### src/core/placeholder_unused.sv
`timescale 1ns/10ps
`default_nettype none
`default_nettype wire

### src/core/tox_pkg.sv
package tox_pkg;

  // widths and counts
  localparam int ADDR_W    = 12;
  localparam int DATA_W    = 16;
  localparam int POS_W     = 12;
  localparam int NUM_PINS  = 8;
  localparam int NUM_USER  = 4;
  localparam int USER_REGS = 5;   // hStart, hStop, vStart, vStop, control
  localparam int SEQ_W     = 8;

  // register offsets
  localparam logic [ADDR_W-1:0] SEQ_RESET_ADDR  = 12'h01a;
  localparam logic [ADDR_W-1:0] AUDIO_CTRL_ADDR = 12'h020;
  localparam logic [ADDR_W-1:0] STD_SEL_ADDR    = 12'h021;
  localparam logic [ADDR_W-1:0] SEQ_STATUS_ADDR = 12'h022;
  localparam logic [ADDR_W-1:0] PIN_SEL_ADDR    = 12'h043;
  localparam logic [ADDR_W-1:0] POLARITY_ADDR   = 12'h04b;
  localparam logic [ADDR_W-1:0] USER_CFG_ADDR   = 12'h057;

  // field positions
  localparam int SEQ_RST_AFS_BIT    = 0;
  localparam int SEQ_RST_TFID_BIT   = 1;
  localparam int AUD_PIN_IGNORE_BIT = 0;
  localparam int AUD_FIELD_MODE_BIT = 1;
  localparam int STD_HOST_BIT       = 15;
  localparam int STD_ASR_LSB        = 6;
  localparam int SEL_DRIVE_BIT      = 4;
  localparam int USR_POL_BIT        = 0;
  localparam int USR_AND_BIT        = 1;
  localparam int USR_OR_BIT         = 2;
  localparam int USR_XOR_BIT        = 3;

  // reset values
  localparam logic [1:0]          AUDIO_CTRL_RESET = 2'h0;
  localparam logic [DATA_W-1:0]   STD_SEL_RESET    = 16'h0000;
  localparam logic [NUM_PINS-1:0] POLARITY_RESET   = 8'h00;
  localparam logic [DATA_W-1:0]   USER_REG_RESET   = 16'h0000;
  localparam logic [NUM_PINS-1:0][4:0] PIN_SEL_RESET = {
    5'h0a, 5'h08, 5'h06, 5'h05, 5'h04, 5'h03, 5'h02, 5'h01};

  // interlaced 525-line standard
  localparam logic [5:0]       STD_525I      = 6'h03;
  localparam logic [POS_W-1:0] LINES_525_ODD = 12'h107;  // 263

  // crosspoint source codes
  typedef enum logic [3:0] {
    SRC_HIZ = 4'h0, SRC_HSYNC = 4'h1, SRC_HBLANK = 4'h2, SRC_VSYNC = 4'h3,
    SRC_VBLANK = 4'h4, SRC_FSYNC = 4'h5, SRC_FDIGITAL = 4'h6, SRC_TFID = 4'h7,
    SRC_DE = 4'h8, SRC_RSVD9 = 4'h9, SRC_AFS = 4'ha, SRC_USER1 = 4'hb,
    SRC_USER2 = 4'hc, SRC_USER3 = 4'hd, SRC_USER4 = 4'he, SRC_RSVD15 = 4'hf
  } tox_src_t;

  typedef enum logic [2:0] {FR24, FR25, FR2997, FR30, FR50, FR5994, FR60} tox_rate_t;

  // basic timing signals, already in their pin default polarity
  typedef struct packed {
    logic hSync;
    logic hBlank;
    logic vSync;
    logic vBlank;
    logic fSync;
    logic fDigital;
    logic tenFieldId;
    logic displayEnable;
  } tox_basic_t;

  // raster position from the timing core
  typedef struct packed {
    logic [POS_W-1:0] hPos;          // 1 at leading edge of h blanking
    logic [POS_W-1:0] vLine;         // frame line, 1 at leading edge of v blanking
    logic [POS_W-1:0] oddFieldLines; // lines in the first field
    logic             interlaced;
    logic             hSyncLead;     // one-cycle pulse at h sync leading edge
  } tox_count_t;

  typedef struct packed {
    logic [DATA_W-1:0] hStart;
    logic [DATA_W-1:0] hStop;
    logic [DATA_W-1:0] vStart;
    logic [DATA_W-1:0] vStop;
    logic [DATA_W-1:0] ctrl;
  } tox_user_cfg_t;

  // frame rate class of a video standard code
  function automatic tox_rate_t rateOfStd(input logic [5:0] std);
    unique case (std[2:0])
      3'h0: rateOfStd = FR60;
      3'h1: rateOfStd = FR5994;
      3'h2: rateOfStd = FR50;
      3'h3: rateOfStd = FR2997;
      3'h4: rateOfStd = FR25;
      3'h5: rateOfStd = FR30;
      3'h6: rateOfStd = FR24;
      default: rateOfStd = FR2997;
    endcase
  endfunction

  // frames per audio/video sequence; 96 kHz behaves as 48 kHz
  function automatic logic [SEQ_W-1:0] seqLength(input tox_rate_t rate,
                                                 input logic [2:0] asr);
    seqLength = 8'h01;
    unique case (asr)
      3'h1: begin
        if (rate == FR24) seqLength = 8'h02;
        if (rate == FR2997) seqLength = 8'h64;
        if (rate == FR5994) seqLength = 8'hc8;
      end
      3'h2: begin
        if (rate == FR24 || rate == FR30 || rate == FR60) seqLength = 8'h03;
        if (rate == FR2997 || rate == FR5994) seqLength = 8'h0f;
      end
      default: begin
        if (rate == FR2997 || rate == FR5994) seqLength = 8'h05;
      end
    endcase
  endfunction

endpackage

### src/core/tox_timing_out.sv
// Summary of operation
// (RQ1) sync pulse at line 1, every nth frame
// (RQ2) n from standard and audio rate selection
// (RQ3) one line, or field-one to field-two span
// (RQ4) ten-field-id pin rephases, unless control bit0
// (RQ5) host write rephases the sequence counter
// (RQ6) host reset applied at next frame start
// (RQ7) four user pulses with h/v windows
// (RQ8) optional and/or/xor combining, off after reset
// (RQ9) plain user pulse follows h window
// (RQ10) and mode needs both h and v
// (RQ11) h span start+1 to stop, except 1
// (RQ12) even fields use start-1 and stop-1
// (RQ13) 525 interlaced: odd field 263 lines
// (RQ14) user registers start at 57h
// (RQ15) eight pins, defaults, remappable from 43h
// (RQ16) four-bit source code decode per pin
// (RQ17) no-audio variant ignores audio sync code
// (RQ18) drive strength per pin, low default
// (RQ19) polarity register inverts each pin
// (RQ20) all outputs registered on pixel clock
`timescale 1ns/10ps
`default_nettype none
module tox_timing_out #(
  parameter bit HAS_AUDIO = 1'b1
) (
  // clock and reset
  input  wire logic                                  core_clk,
  input  wire logic                                  reset,
  // timing core
  input  wire tox_pkg::tox_basic_t                   basic,
  input  wire tox_pkg::tox_count_t                   cnt,
  // selection pins
  input  wire logic [5:0]                            videoStandardSel,
  input  wire logic [2:0]                            audioRateSel,
  input  wire logic                                  tenFieldIdIn,
  // host register port
  input  wire logic                                  regWrEn,
  input  wire logic                                  regRdEn,
  input  wire logic [tox_pkg::ADDR_W-1:0]            regAddr,
  input  wire logic [tox_pkg::DATA_W-1:0]            regWrData,
  output var  logic [tox_pkg::DATA_W-1:0]            regRdData_q,
  // timing output pins
  output var  logic [tox_pkg::NUM_PINS-1:0]          timingOut_q,
  output var  logic [tox_pkg::NUM_PINS-1:0]          timingOutEn_q,
  output var  logic [tox_pkg::NUM_PINS-1:0]          driveHigh_q,
  // request to the ten-field-id divider
  output var  logic                                  tenFieldIdReset_q
);

  localparam int NP = tox_pkg::NUM_PINS;
  localparam int NU = tox_pkg::NUM_USER;
  localparam int NR = tox_pkg::NUM_USER * tox_pkg::USER_REGS;

  // register state
  logic [1:0]                  seqPend_q;
  logic [1:0]                  audioCtrl_q;
  logic [tox_pkg::DATA_W-1:0]  stdSel_q;
  logic [NP-1:0][4:0]          pinSel_q;
  logic [NP-1:0]               polarity_q;
  logic [tox_pkg::DATA_W-1:0]  userReg_q [NR];

  // sequence state
  logic [tox_pkg::SEQ_W-1:0]   seqIdx_q;
  logic [tox_pkg::SEQ_W-1:0]   seqNext;
  logic [tox_pkg::SEQ_W-1:0]   seqLen;
  logic                        afs_q;
  tox_pkg::tox_basic_t         basic_q;
  logic [NU-1:0]               userOut;

  // decode helpers
  logic [5:0]                  stdEff;
  logic [2:0]                  asrEff;
  logic [11:0]                 oddLines;
  logic                        frameStart;
  logic                        field2Start;
  logic                        rephase;
  logic                        pinSelHit;
  logic                        userHit;
  logic [2:0]                  pinIdx;
  logic [4:0]                  userIdx;
  logic                        seqWrite;
  logic [15:0]                 srcVec;
  logic [tox_pkg::DATA_W-1:0]  rdData;

  assign pinSelHit = regAddr >= tox_pkg::PIN_SEL_ADDR
                  && regAddr < 12'(tox_pkg::PIN_SEL_ADDR + NP);
  assign userHit   = regAddr >= tox_pkg::USER_CFG_ADDR
                  && regAddr < 12'(tox_pkg::USER_CFG_ADDR + NR);
  assign pinIdx    = 3'(regAddr - tox_pkg::PIN_SEL_ADDR);
  assign userIdx   = 5'(regAddr - tox_pkg::USER_CFG_ADDR);
  assign seqWrite  = regWrEn && regAddr == tox_pkg::SEQ_RESET_ADDR;

  // pins or host registers choose the standard and audio rate
  assign stdEff = stdSel_q[tox_pkg::STD_HOST_BIT] ? stdSel_q[5:0] : videoStandardSel; // RQ2
  assign asrEff = stdSel_q[tox_pkg::STD_HOST_BIT]
                ? stdSel_q[tox_pkg::STD_ASR_LSB +: 3] : audioRateSel; // RQ2
  assign seqLen = tox_pkg::seqLength(tox_pkg::rateOfStd(stdEff), asrEff); // RQ2

  // the 525 interlaced first field is pinned at 263 lines
  assign oddLines = (stdEff == tox_pkg::STD_525I && cnt.interlaced)
                  ? tox_pkg::LINES_525_ODD : cnt.oddFieldLines; // RQ13

  // line 1 and first line of the second field, at the h sync leading edge
  assign frameStart  = cnt.hSyncLead && cnt.vLine == 12'h001;
  assign field2Start = cnt.hSyncLead && cnt.interlaced
                    && cnt.vLine == 12'(oddLines + 12'h001);

  // the pin rephases only while the control bit lets it; host request waits for frame
  assign rephase = (tenFieldIdIn && !audioCtrl_q[tox_pkg::AUD_PIN_IGNORE_BIT]) // RQ4
                || seqPend_q[tox_pkg::SEQ_RST_AFS_BIT]; // RQ5 RQ6
  assign seqNext = (rephase || 8'(seqIdx_q + 8'h01) >= seqLen) ? 8'h00
                 : 8'(seqIdx_q + 8'h01);

  // host sequence reset requests: set wins over the frame-start clear
  always_ff @(posedge core_clk) begin
    if (reset) begin
      seqPend_q <= 2'h0;
    end else begin
      seqPend_q <= (frameStart ? 2'h0 : seqPend_q)
                 | (seqWrite ? regWrData[1:0] : 2'h0); // RQ5 RQ6
    end
  end

  // ten-field-id divider reset leaves as one pulse at frame start
  always_ff @(posedge core_clk) begin
    if (reset) begin
      tenFieldIdReset_q <= 1'b0;
    end else begin
      tenFieldIdReset_q <= frameStart && seqPend_q[tox_pkg::SEQ_RST_TFID_BIT]; // RQ6
    end
  end

  // divide-by-n frame counter
  always_ff @(posedge core_clk) begin
    if (reset) begin
      seqIdx_q <= 8'h00;
    end else if (frameStart) begin
      seqIdx_q <= seqNext; // RQ1 RQ4 RQ5
    end
  end

  // audio frame sync: rises at line 1 of a sequence frame
  always_ff @(posedge core_clk) begin
    if (reset) begin
      afs_q <= 1'b0;
    end else if (frameStart && seqNext == 8'h00) begin
      afs_q <= 1'b1; // RQ1
    end else if (!audioCtrl_q[tox_pkg::AUD_FIELD_MODE_BIT]) begin
      if (cnt.hSyncLead) begin
        afs_q <= 1'b0; // RQ3
      end
    end else if (field2Start || frameStart) begin
      afs_q <= 1'b0; // RQ3
    end
  end

  // control registers
  always_ff @(posedge core_clk) begin
    if (reset) begin
      audioCtrl_q <= tox_pkg::AUDIO_CTRL_RESET;
      stdSel_q    <= tox_pkg::STD_SEL_RESET;
      polarity_q  <= tox_pkg::POLARITY_RESET;
    end else if (regWrEn) begin
      if (regAddr == tox_pkg::AUDIO_CTRL_ADDR) begin
        audioCtrl_q <= regWrData[1:0]; // RQ3 RQ4
      end
      if (regAddr == tox_pkg::STD_SEL_ADDR) begin
        stdSel_q <= regWrData; // RQ2
      end
      if (regAddr == tox_pkg::POLARITY_ADDR) begin
        polarity_q <= regWrData[NP-1:0]; // RQ19
      end
    end
  end

  // pin source selectors; the no-audio part keeps its old source on code 1010
  always_ff @(posedge core_clk) begin
    if (reset) begin
      pinSel_q <= tox_pkg::PIN_SEL_RESET; // RQ15 RQ18
    end else if (regWrEn && pinSelHit) begin
      pinSel_q[pinIdx][tox_pkg::SEL_DRIVE_BIT] <= regWrData[tox_pkg::SEL_DRIVE_BIT]; // RQ18
      if (HAS_AUDIO || regWrData[3:0] != tox_pkg::SRC_AFS) begin
        pinSel_q[pinIdx][3:0] <= regWrData[3:0]; // RQ15 RQ17
      end
    end
  end

  // user pulse programming words, combining off after reset
  always_ff @(posedge core_clk) begin
    if (reset) begin
      for (int i = 0; i < NR; i++) begin
        userReg_q[i] <= tox_pkg::USER_REG_RESET; // RQ8
      end
    end else if (regWrEn && userHit) begin
      userReg_q[userIdx] <= regWrData; // RQ14
    end
  end

  // read mux; unmapped addresses read zero
  always_comb begin
    rdData = 16'h0000;
    if (regAddr == tox_pkg::SEQ_RESET_ADDR) begin
      rdData = {14'h0000, seqPend_q};
    end else if (regAddr == tox_pkg::AUDIO_CTRL_ADDR) begin
      rdData = {14'h0000, audioCtrl_q};
    end else if (regAddr == tox_pkg::STD_SEL_ADDR) begin
      rdData = stdSel_q;
    end else if (regAddr == tox_pkg::SEQ_STATUS_ADDR) begin
      rdData = {afs_q, 7'h00, seqIdx_q};
    end else if (regAddr == tox_pkg::POLARITY_ADDR) begin
      rdData = {8'h00, polarity_q};
    end else if (pinSelHit) begin
      rdData = {11'h000, pinSel_q[pinIdx]};
    end else if (userHit) begin
      rdData = userReg_q[userIdx];
    end
  end

  // read data held until the next read
  always_ff @(posedge core_clk) begin
    if (reset) begin
      regRdData_q <= 16'h0000;
    end else if (regRdEn) begin
      regRdData_q <= rdData;
    end
  end

  // one stage on the basic signals lines them up with the generated ones
  always_ff @(posedge core_clk) begin
    if (reset) begin
      basic_q <= '0;
    end else begin
      basic_q <= basic; // RQ20
    end
  end

  // user pulse generators
  for (genvar u = 0; u < NU; u++) begin : gUser
    tox_pkg::tox_user_cfg_t cfg;
    assign cfg = '{hStart: userReg_q[u*5], hStop: userReg_q[u*5+1],
                   vStart: userReg_q[u*5+2], vStop: userReg_q[u*5+3],
                   ctrl: userReg_q[u*5+4]};
    tox_user_pulse uPulse (
      .core_clk  (core_clk),
      .reset     (reset),
      .cfg       (cfg),
      .cnt       (cnt),
      .oddLines  (oddLines),
      .userOut_q (userOut[u])
    );
  end

  // crosspoint source vector, indexed by source code
  assign srcVec = {1'b0, userOut[3], userOut[2], userOut[1], userOut[0],
                   afs_q, 1'b0, basic_q.displayEnable, basic_q.tenFieldId,
                   basic_q.fDigital, basic_q.fSync, basic_q.vBlank, basic_q.vSync,
                   basic_q.hBlank, basic_q.hSync, 1'b0}; // RQ16

  // crosspoint: any source to any pin, several pins may share one
  for (genvar p = 0; p < NP; p++) begin : gPin
    logic [3:0] code;
    logic       valid;
    assign code  = pinSel_q[p][3:0];
    // high impedance and reserved codes leave the pin undriven
    assign valid = code != tox_pkg::SRC_HIZ && code != tox_pkg::SRC_RSVD9
                && code != tox_pkg::SRC_RSVD15; // RQ16
    always_ff @(posedge core_clk) begin
      if (reset) begin
        timingOut_q[p]   <= 1'b0;
        timingOutEn_q[p] <= 1'b0;
        driveHigh_q[p]   <= 1'b0;
      end else begin
        timingOut_q[p]   <= srcVec[code] ^ polarity_q[p]; // RQ15 RQ19 RQ20
        timingOutEn_q[p] <= valid; // RQ16
        driveHigh_q[p]   <= pinSel_q[p][tox_pkg::SEL_DRIVE_BIT]; // RQ18
      end
    end
  end

endmodule // tox_timing_out
`default_nettype wire

### src/core/tox_user_pulse.sv
`timescale 1ns/10ps
`default_nettype none
module tox_user_pulse (
  // clock and reset
  input  wire logic                  core_clk,
  input  wire logic                  reset,
  // configuration and raster
  input  wire tox_pkg::tox_user_cfg_t cfg,
  input  wire tox_pkg::tox_count_t   cnt,
  input  wire logic [11:0]           oddLines,
  // pulse in pin polarity, active low by default
  output var  logic                  userOut_q
);

  logic [11:0] hFirst;
  logic [11:0] vFirst;
  logic [11:0] vLast;
  logic [11:0] evenLine;
  logic        evenField;
  logic        hActive;
  logic        vActive;
  logic        active;

  // a start of 1 keeps pixel 1, so no pulse can open on pixel 2
  assign hFirst = (cfg.hStart[11:0] == 12'h001) ? 12'h001 : 12'(cfg.hStart[11:0] + 12'h001); // RQ11
  assign hActive = (cnt.hPos >= hFirst) && (cnt.hPos <= cfg.hStop[11:0]); // RQ11 RQ7

  // second field lines mapped back to field-relative numbers, one line earlier
  assign evenField = cnt.interlaced && (cnt.vLine > oddLines); // RQ13
  assign evenLine  = 12'(cnt.vLine - oddLines);
  assign vFirst    = evenField ? 12'(cfg.vStart[11:0] - 12'h001) : cfg.vStart[11:0]; // RQ12
  assign vLast     = evenField ? 12'(cfg.vStop[11:0] - 12'h001) : cfg.vStop[11:0]; // RQ12
  assign vActive   = evenField ? (evenLine >= vFirst && evenLine <= vLast)
                               : (cnt.vLine >= vFirst && cnt.vLine <= vLast);

  // combining: and wins over or, or over xor; none leaves the h pulse alone
  always_comb begin
    if (cfg.ctrl[tox_pkg::USR_AND_BIT]) begin
      active = hActive && vActive; // RQ10
    end else if (cfg.ctrl[tox_pkg::USR_OR_BIT]) begin
      active = hActive || vActive; // RQ8
    end else if (cfg.ctrl[tox_pkg::USR_XOR_BIT]) begin
      active = hActive ^ vActive; // RQ8
    end else begin
      active = hActive; // RQ9
    end
  end

  // registered so it leaves on the same edge as the basic signals
  always_ff @(posedge core_clk) begin
    if (reset) begin
      userOut_q <= 1'b1;
    end else begin
      userOut_q <= ~active ^ cfg.ctrl[tox_pkg::USR_POL_BIT]; // RQ20 RQ7
    end
  end

endmodule // tox_user_pulse
`default_nettype wire

### config.mk
export PLATFORM = sky130hd
export DESIGN_NAME = tox_timing_out
export DESIGN_NICKNAME = d
export VERILOG_FILES = /design/src/core/placeholder_unused.sv /design/src/core/tox_pkg.sv /design/src/core/tox_timing_out.sv /design/src/core/tox_user_pulse.sv
export SDC_FILE = /design/constraint.sdc
export NUM_CORES = 2
export LEC_CHECK = 0
export ABC_AREA = 0
export ABC_CLOCK_PERIOD_IN_PS = 8000
export BUFFER_PORTS_ARGS = -buffer_cell sky130_fd_sc_hd__buf_2
export CORE_MARGIN = 1.5
export CORE_UTILIZATION = 59
export CTS_BUF_LIST = sky130_fd_sc_hd__clkbuf_8
export DETAILED_ROUTE_END_ITERATION = 16
export GPL_ROUTABILITY_DRIVEN = 0
export PLACE_DENSITY = 0.79
export SETUP_SLACK_MARGIN = 0.02
export SLEW_MARGIN = 20
export SYNTH_ARGS = -nofsm -noshare
export SYNTH_HDL_FRONTEND = slang
export SYNTH_HIERARCHICAL = 1
export SYNTH_SLANG_ARGS = --single-unit
### constraint.sdc
create_clock -name core_clk -period 8 [get_ports core_clk]
set_clock_uncertainty 0.2 [all_clocks]
set_input_delay 2.4 -clock core_clk [delete_from_list [all_inputs] [get_ports core_clk]]
set_output_delay 2.4 -clock core_clk [all_outputs]
set_load 0.02 [all_outputs]
==> flow_summary.json <==
{
  "multi_input_comb_area_um2": 22800,
  "clockBufferDepth": 3,
  "final_nets": 4531,
  "dr.pass1.iters": 6,
  "grt_pass1_wl_mm": 184,
  "post-place-ws_ps": -728,
  "leakagePower_nw": 18.3,
  "synth.distinct_cells": 123,
  "hold_violations": 0,
  "yosys.area.top_type_share_pct": 35.6,
  "fin_ws_ps": 226,
  "grt_max_degree": 101,
  "status": "completed",
  "final_common_cell": "edfxtp_1",
  "grt_antenna_before_repair": 5,
  "finalSetupTns_ps": 0,
  "cp.arrival_ps": 8200,
  "yosys.area.top_type": "edfxtp_1",
  "max_freq_ghz": 0.129,
  "final_util_pct": 68.6,
  "ys.flop_type": "edfxtp_1",
  "cts_tree": "yes",
  "pin_count": 129,
  "num_vias": 32400,
  "ys.warnings.count": 6,
  "grt_pass1_vias": 31100,
  "synth.area.top_cells": "edfxtp_1 36%, ha_1 11%, mux4_2 8.2%",
  "num_rows": 95,
  "syn_area_per_cell_um2": 11.1,
  "rsz0062_at_grt": "true",
  "drc": 0,
  "htree_levels": 3,
  "start_kind": "input pin",
  "final_cells": 5035,
  "clk_latency_ps": 740,
  "worstSetupEndpointType": "flip-flop",
  "reg2reg_depth": 29,
  "ff2ff_setup_slack_ps": 1440,
  "fin_hold_ws_ps": 266,
  "ir_drop_v": 0.000153,
  "hold_buffers": 0,
  "crit_required_ps": 8420,
  "ys_seq_area_share_pct": 42.0,
  "vias_per_cell": 6.43,
  "dpl.cell_count": 4850,
  "portBuffers": 128,
  "start_util_pct": 60.0,
  "die_area_um2": 70200,
  "relSlewSlack_pct": 17.3,
  "area_delta_synth_final_pct": 14.4,
  "worst_pin_slew_ps": 1240,
  "die_w_um": 265,
  "synth-edff-count": 480,
  "core_area_um2": 67500,
  "crit_path_end": "gUser[2].uPulse/userOut_q",
  "synth_async_sr_flop_share_pct": 0,
  "rr_startpoint": "stdSel_q[15]",
  "routedWlPerCell_um": 24.4,
  "path_clk_slew_ps": 60,
  "holdCritPathClass": "reg2reg",
  "power_mw": 8.08,
  "crit_start": "videoStandardSel[5]",
  "syn_area_um2": 40500,
  "die_h_um": 265,
  "wl_mm": 123,
  "cts-root-buf": "clkbuf_8",
  "dp_hpwl_mm": 88.6,
  "drive_above_1_share_pct": 21.5,
  "crit_fanout": 14,
  "slew_viol_final": 0,
  "final_cell_mix": "480 x edfxtp_1, 349 x ha_1, 330 x and2_1",
  "grt_usage_pct": 34.7,
  "rr_endpoint": "gUser[2].uPulse/userOut_q",
  "fillers": 4893,
  "fin_crit_sh_pct": 97.2,
  "power_density_nw_per_um2": 175,
  "numCtsBuffers": 96,
  "setup-violations-final": 0,
  "grt_remaining_overflow": 0,
  "layout.cell_area.non_filler_um2": 46300,
  "max_cap_viol_count": 0,
  "ys_ff_latch": 610,
  "synthCells": 3638,
  "cts_sinks": 610,
  "drtIter0Drc": 4294,
  "dpl_cell_area_um2": 44200,
  "critical_path_class": "in2reg",
  "ant_nets": 0,
  "fin_crit_ps": 7770,
  "register_area_um2": 17000
}
## where the power goes
group / internal (mW) / switching (mW)
registers: 3.55 / 0.121
logic: 0.760 / 0.990
clock network: 1.37 / 1.30
## flip-flops by register name, summed over array words and instances, names as in the netlist, 4 cells and up
name and cells:
pinSel_q 8, driveHigh_q 8, seqIdx_q 8, timingOutEn_q 8
gPin.code 32, stdSel_q 16, polarity_q 8, timingOut_q 8
regRdData_q 16, gUser.uPulse/userOut_q 4, basic_q 8, userReg_q 480
## worst min-delay path by stage
stage | start | endpoint | slack (ps) | cells past startpoint
after floorplan | stdSel_q[13] | stdSel_q[13] | 230 | 2
after global placement | stdSel_q[10] | stdSel_q[10] | 240 | 2
after detailed placement | stdSel_q[14] | stdSel_q[14] | 250 | 2
after CTS | stdSel_q[14] | stdSel_q[14] | 260 | 2
after global routing | stdSel_q[10] | stdSel_q[10] | 280 | 2
final | stdSel_q[14] | stdSel_q[14] | 270 | 2
## layout make-up
| type | count | share of cell area, % |
|---|---|---|
| Multi-Input combinational cell | 2793 | 49.2 |
| Inverter | 153 | 1.24 |
| Tap cell | 873 | 2.36 |
| Timing Repair Buffer | 428 | 6.33 |
| Antenna cell | 2 | 0.0108 |
| Sequential cell | 610 | 36.7 |
| Clock buffer | 102 | 3.03 |
| Clock inverter | 74 | 1.11 |
## critical path, cell delays in order
cell and delay [ps]:
buf_2 110, nor4_4 380, a21oi_4 110, or3b_4 430, buf_6 160, buf_4 140
and2_4 180, inv_1 60, ha_1 260, nand4_1 180, buf_4 130, o31ai_1 90
or2_4 290, or4_4 490, nor3b_2 220, xnor2_1 130, ha_1 310, and4_1 230
nand4_1 140, or4_4 510, o21ai_2 80, a2bb2oi_2 170, a41o_1 130, ha_1 230
nand2_1 50, o311ai_0 130, a22oi_1 220, mux2i_1 210
## layer usage
| metal | global-route usage, % | part of all wire, % | vias up |
|---|---|---|---|
| li1 | - | - | 14400 |
| met1 | 46.1 | 38 | 15500 |
| met2 | 53.7 | 45 | 2040 |
| met3 | 8.58 | 13 | 418 |
| met4 | 16.2 | 5.1 | 6 |
| met5 | 0 | 0.037 | - |
## synthesized netlist by cell type, drive strengths merged, types with 14 or more instances
master	instances
edfxtp	480
ha	357
and2	335
nand2	226
nor2	208
a21oi	171
inv	153
mux4	147
dfxtp	130
o21ai	109
xnor2	107
xor2	94
clkbuf	93
nand3	93
buf	84
nor2b	82
nor3	65
mux2i	61
a21o	49
nand2b	47
nand4	43
nor4	41
a211oi	36
o211ai	32
or2	31
o22ai	29
and3	26
nand3b	23
a211o	22
o21a	21
or3	20
nor3b	17
o31ai	14
or4	14
## cell families after synthesis
family / count (synthesis) / share of synthesized area, %
AND/OR/NAND/NOR: 1298 / 18.4
AO/OA/AOI/OAI: 623 / 10.6
flip-flops: 610 / 42.0
adder cells (fa/ha/maj): 364 / 11.3
buffers and inverters: 330 / 3.57
multiplexers: 209 / 9.71
XOR/XNOR: 203 / 4.46
other: 1 / 0.00926
## what timing repair did
action	CTS	global route
pin swaps	0	19
gates cloned	0	0
gates resized for setup	1	50
setup buffers	0	6
endpoints found under the setup margin	1	4
Power figures use the tool's default switching activity.
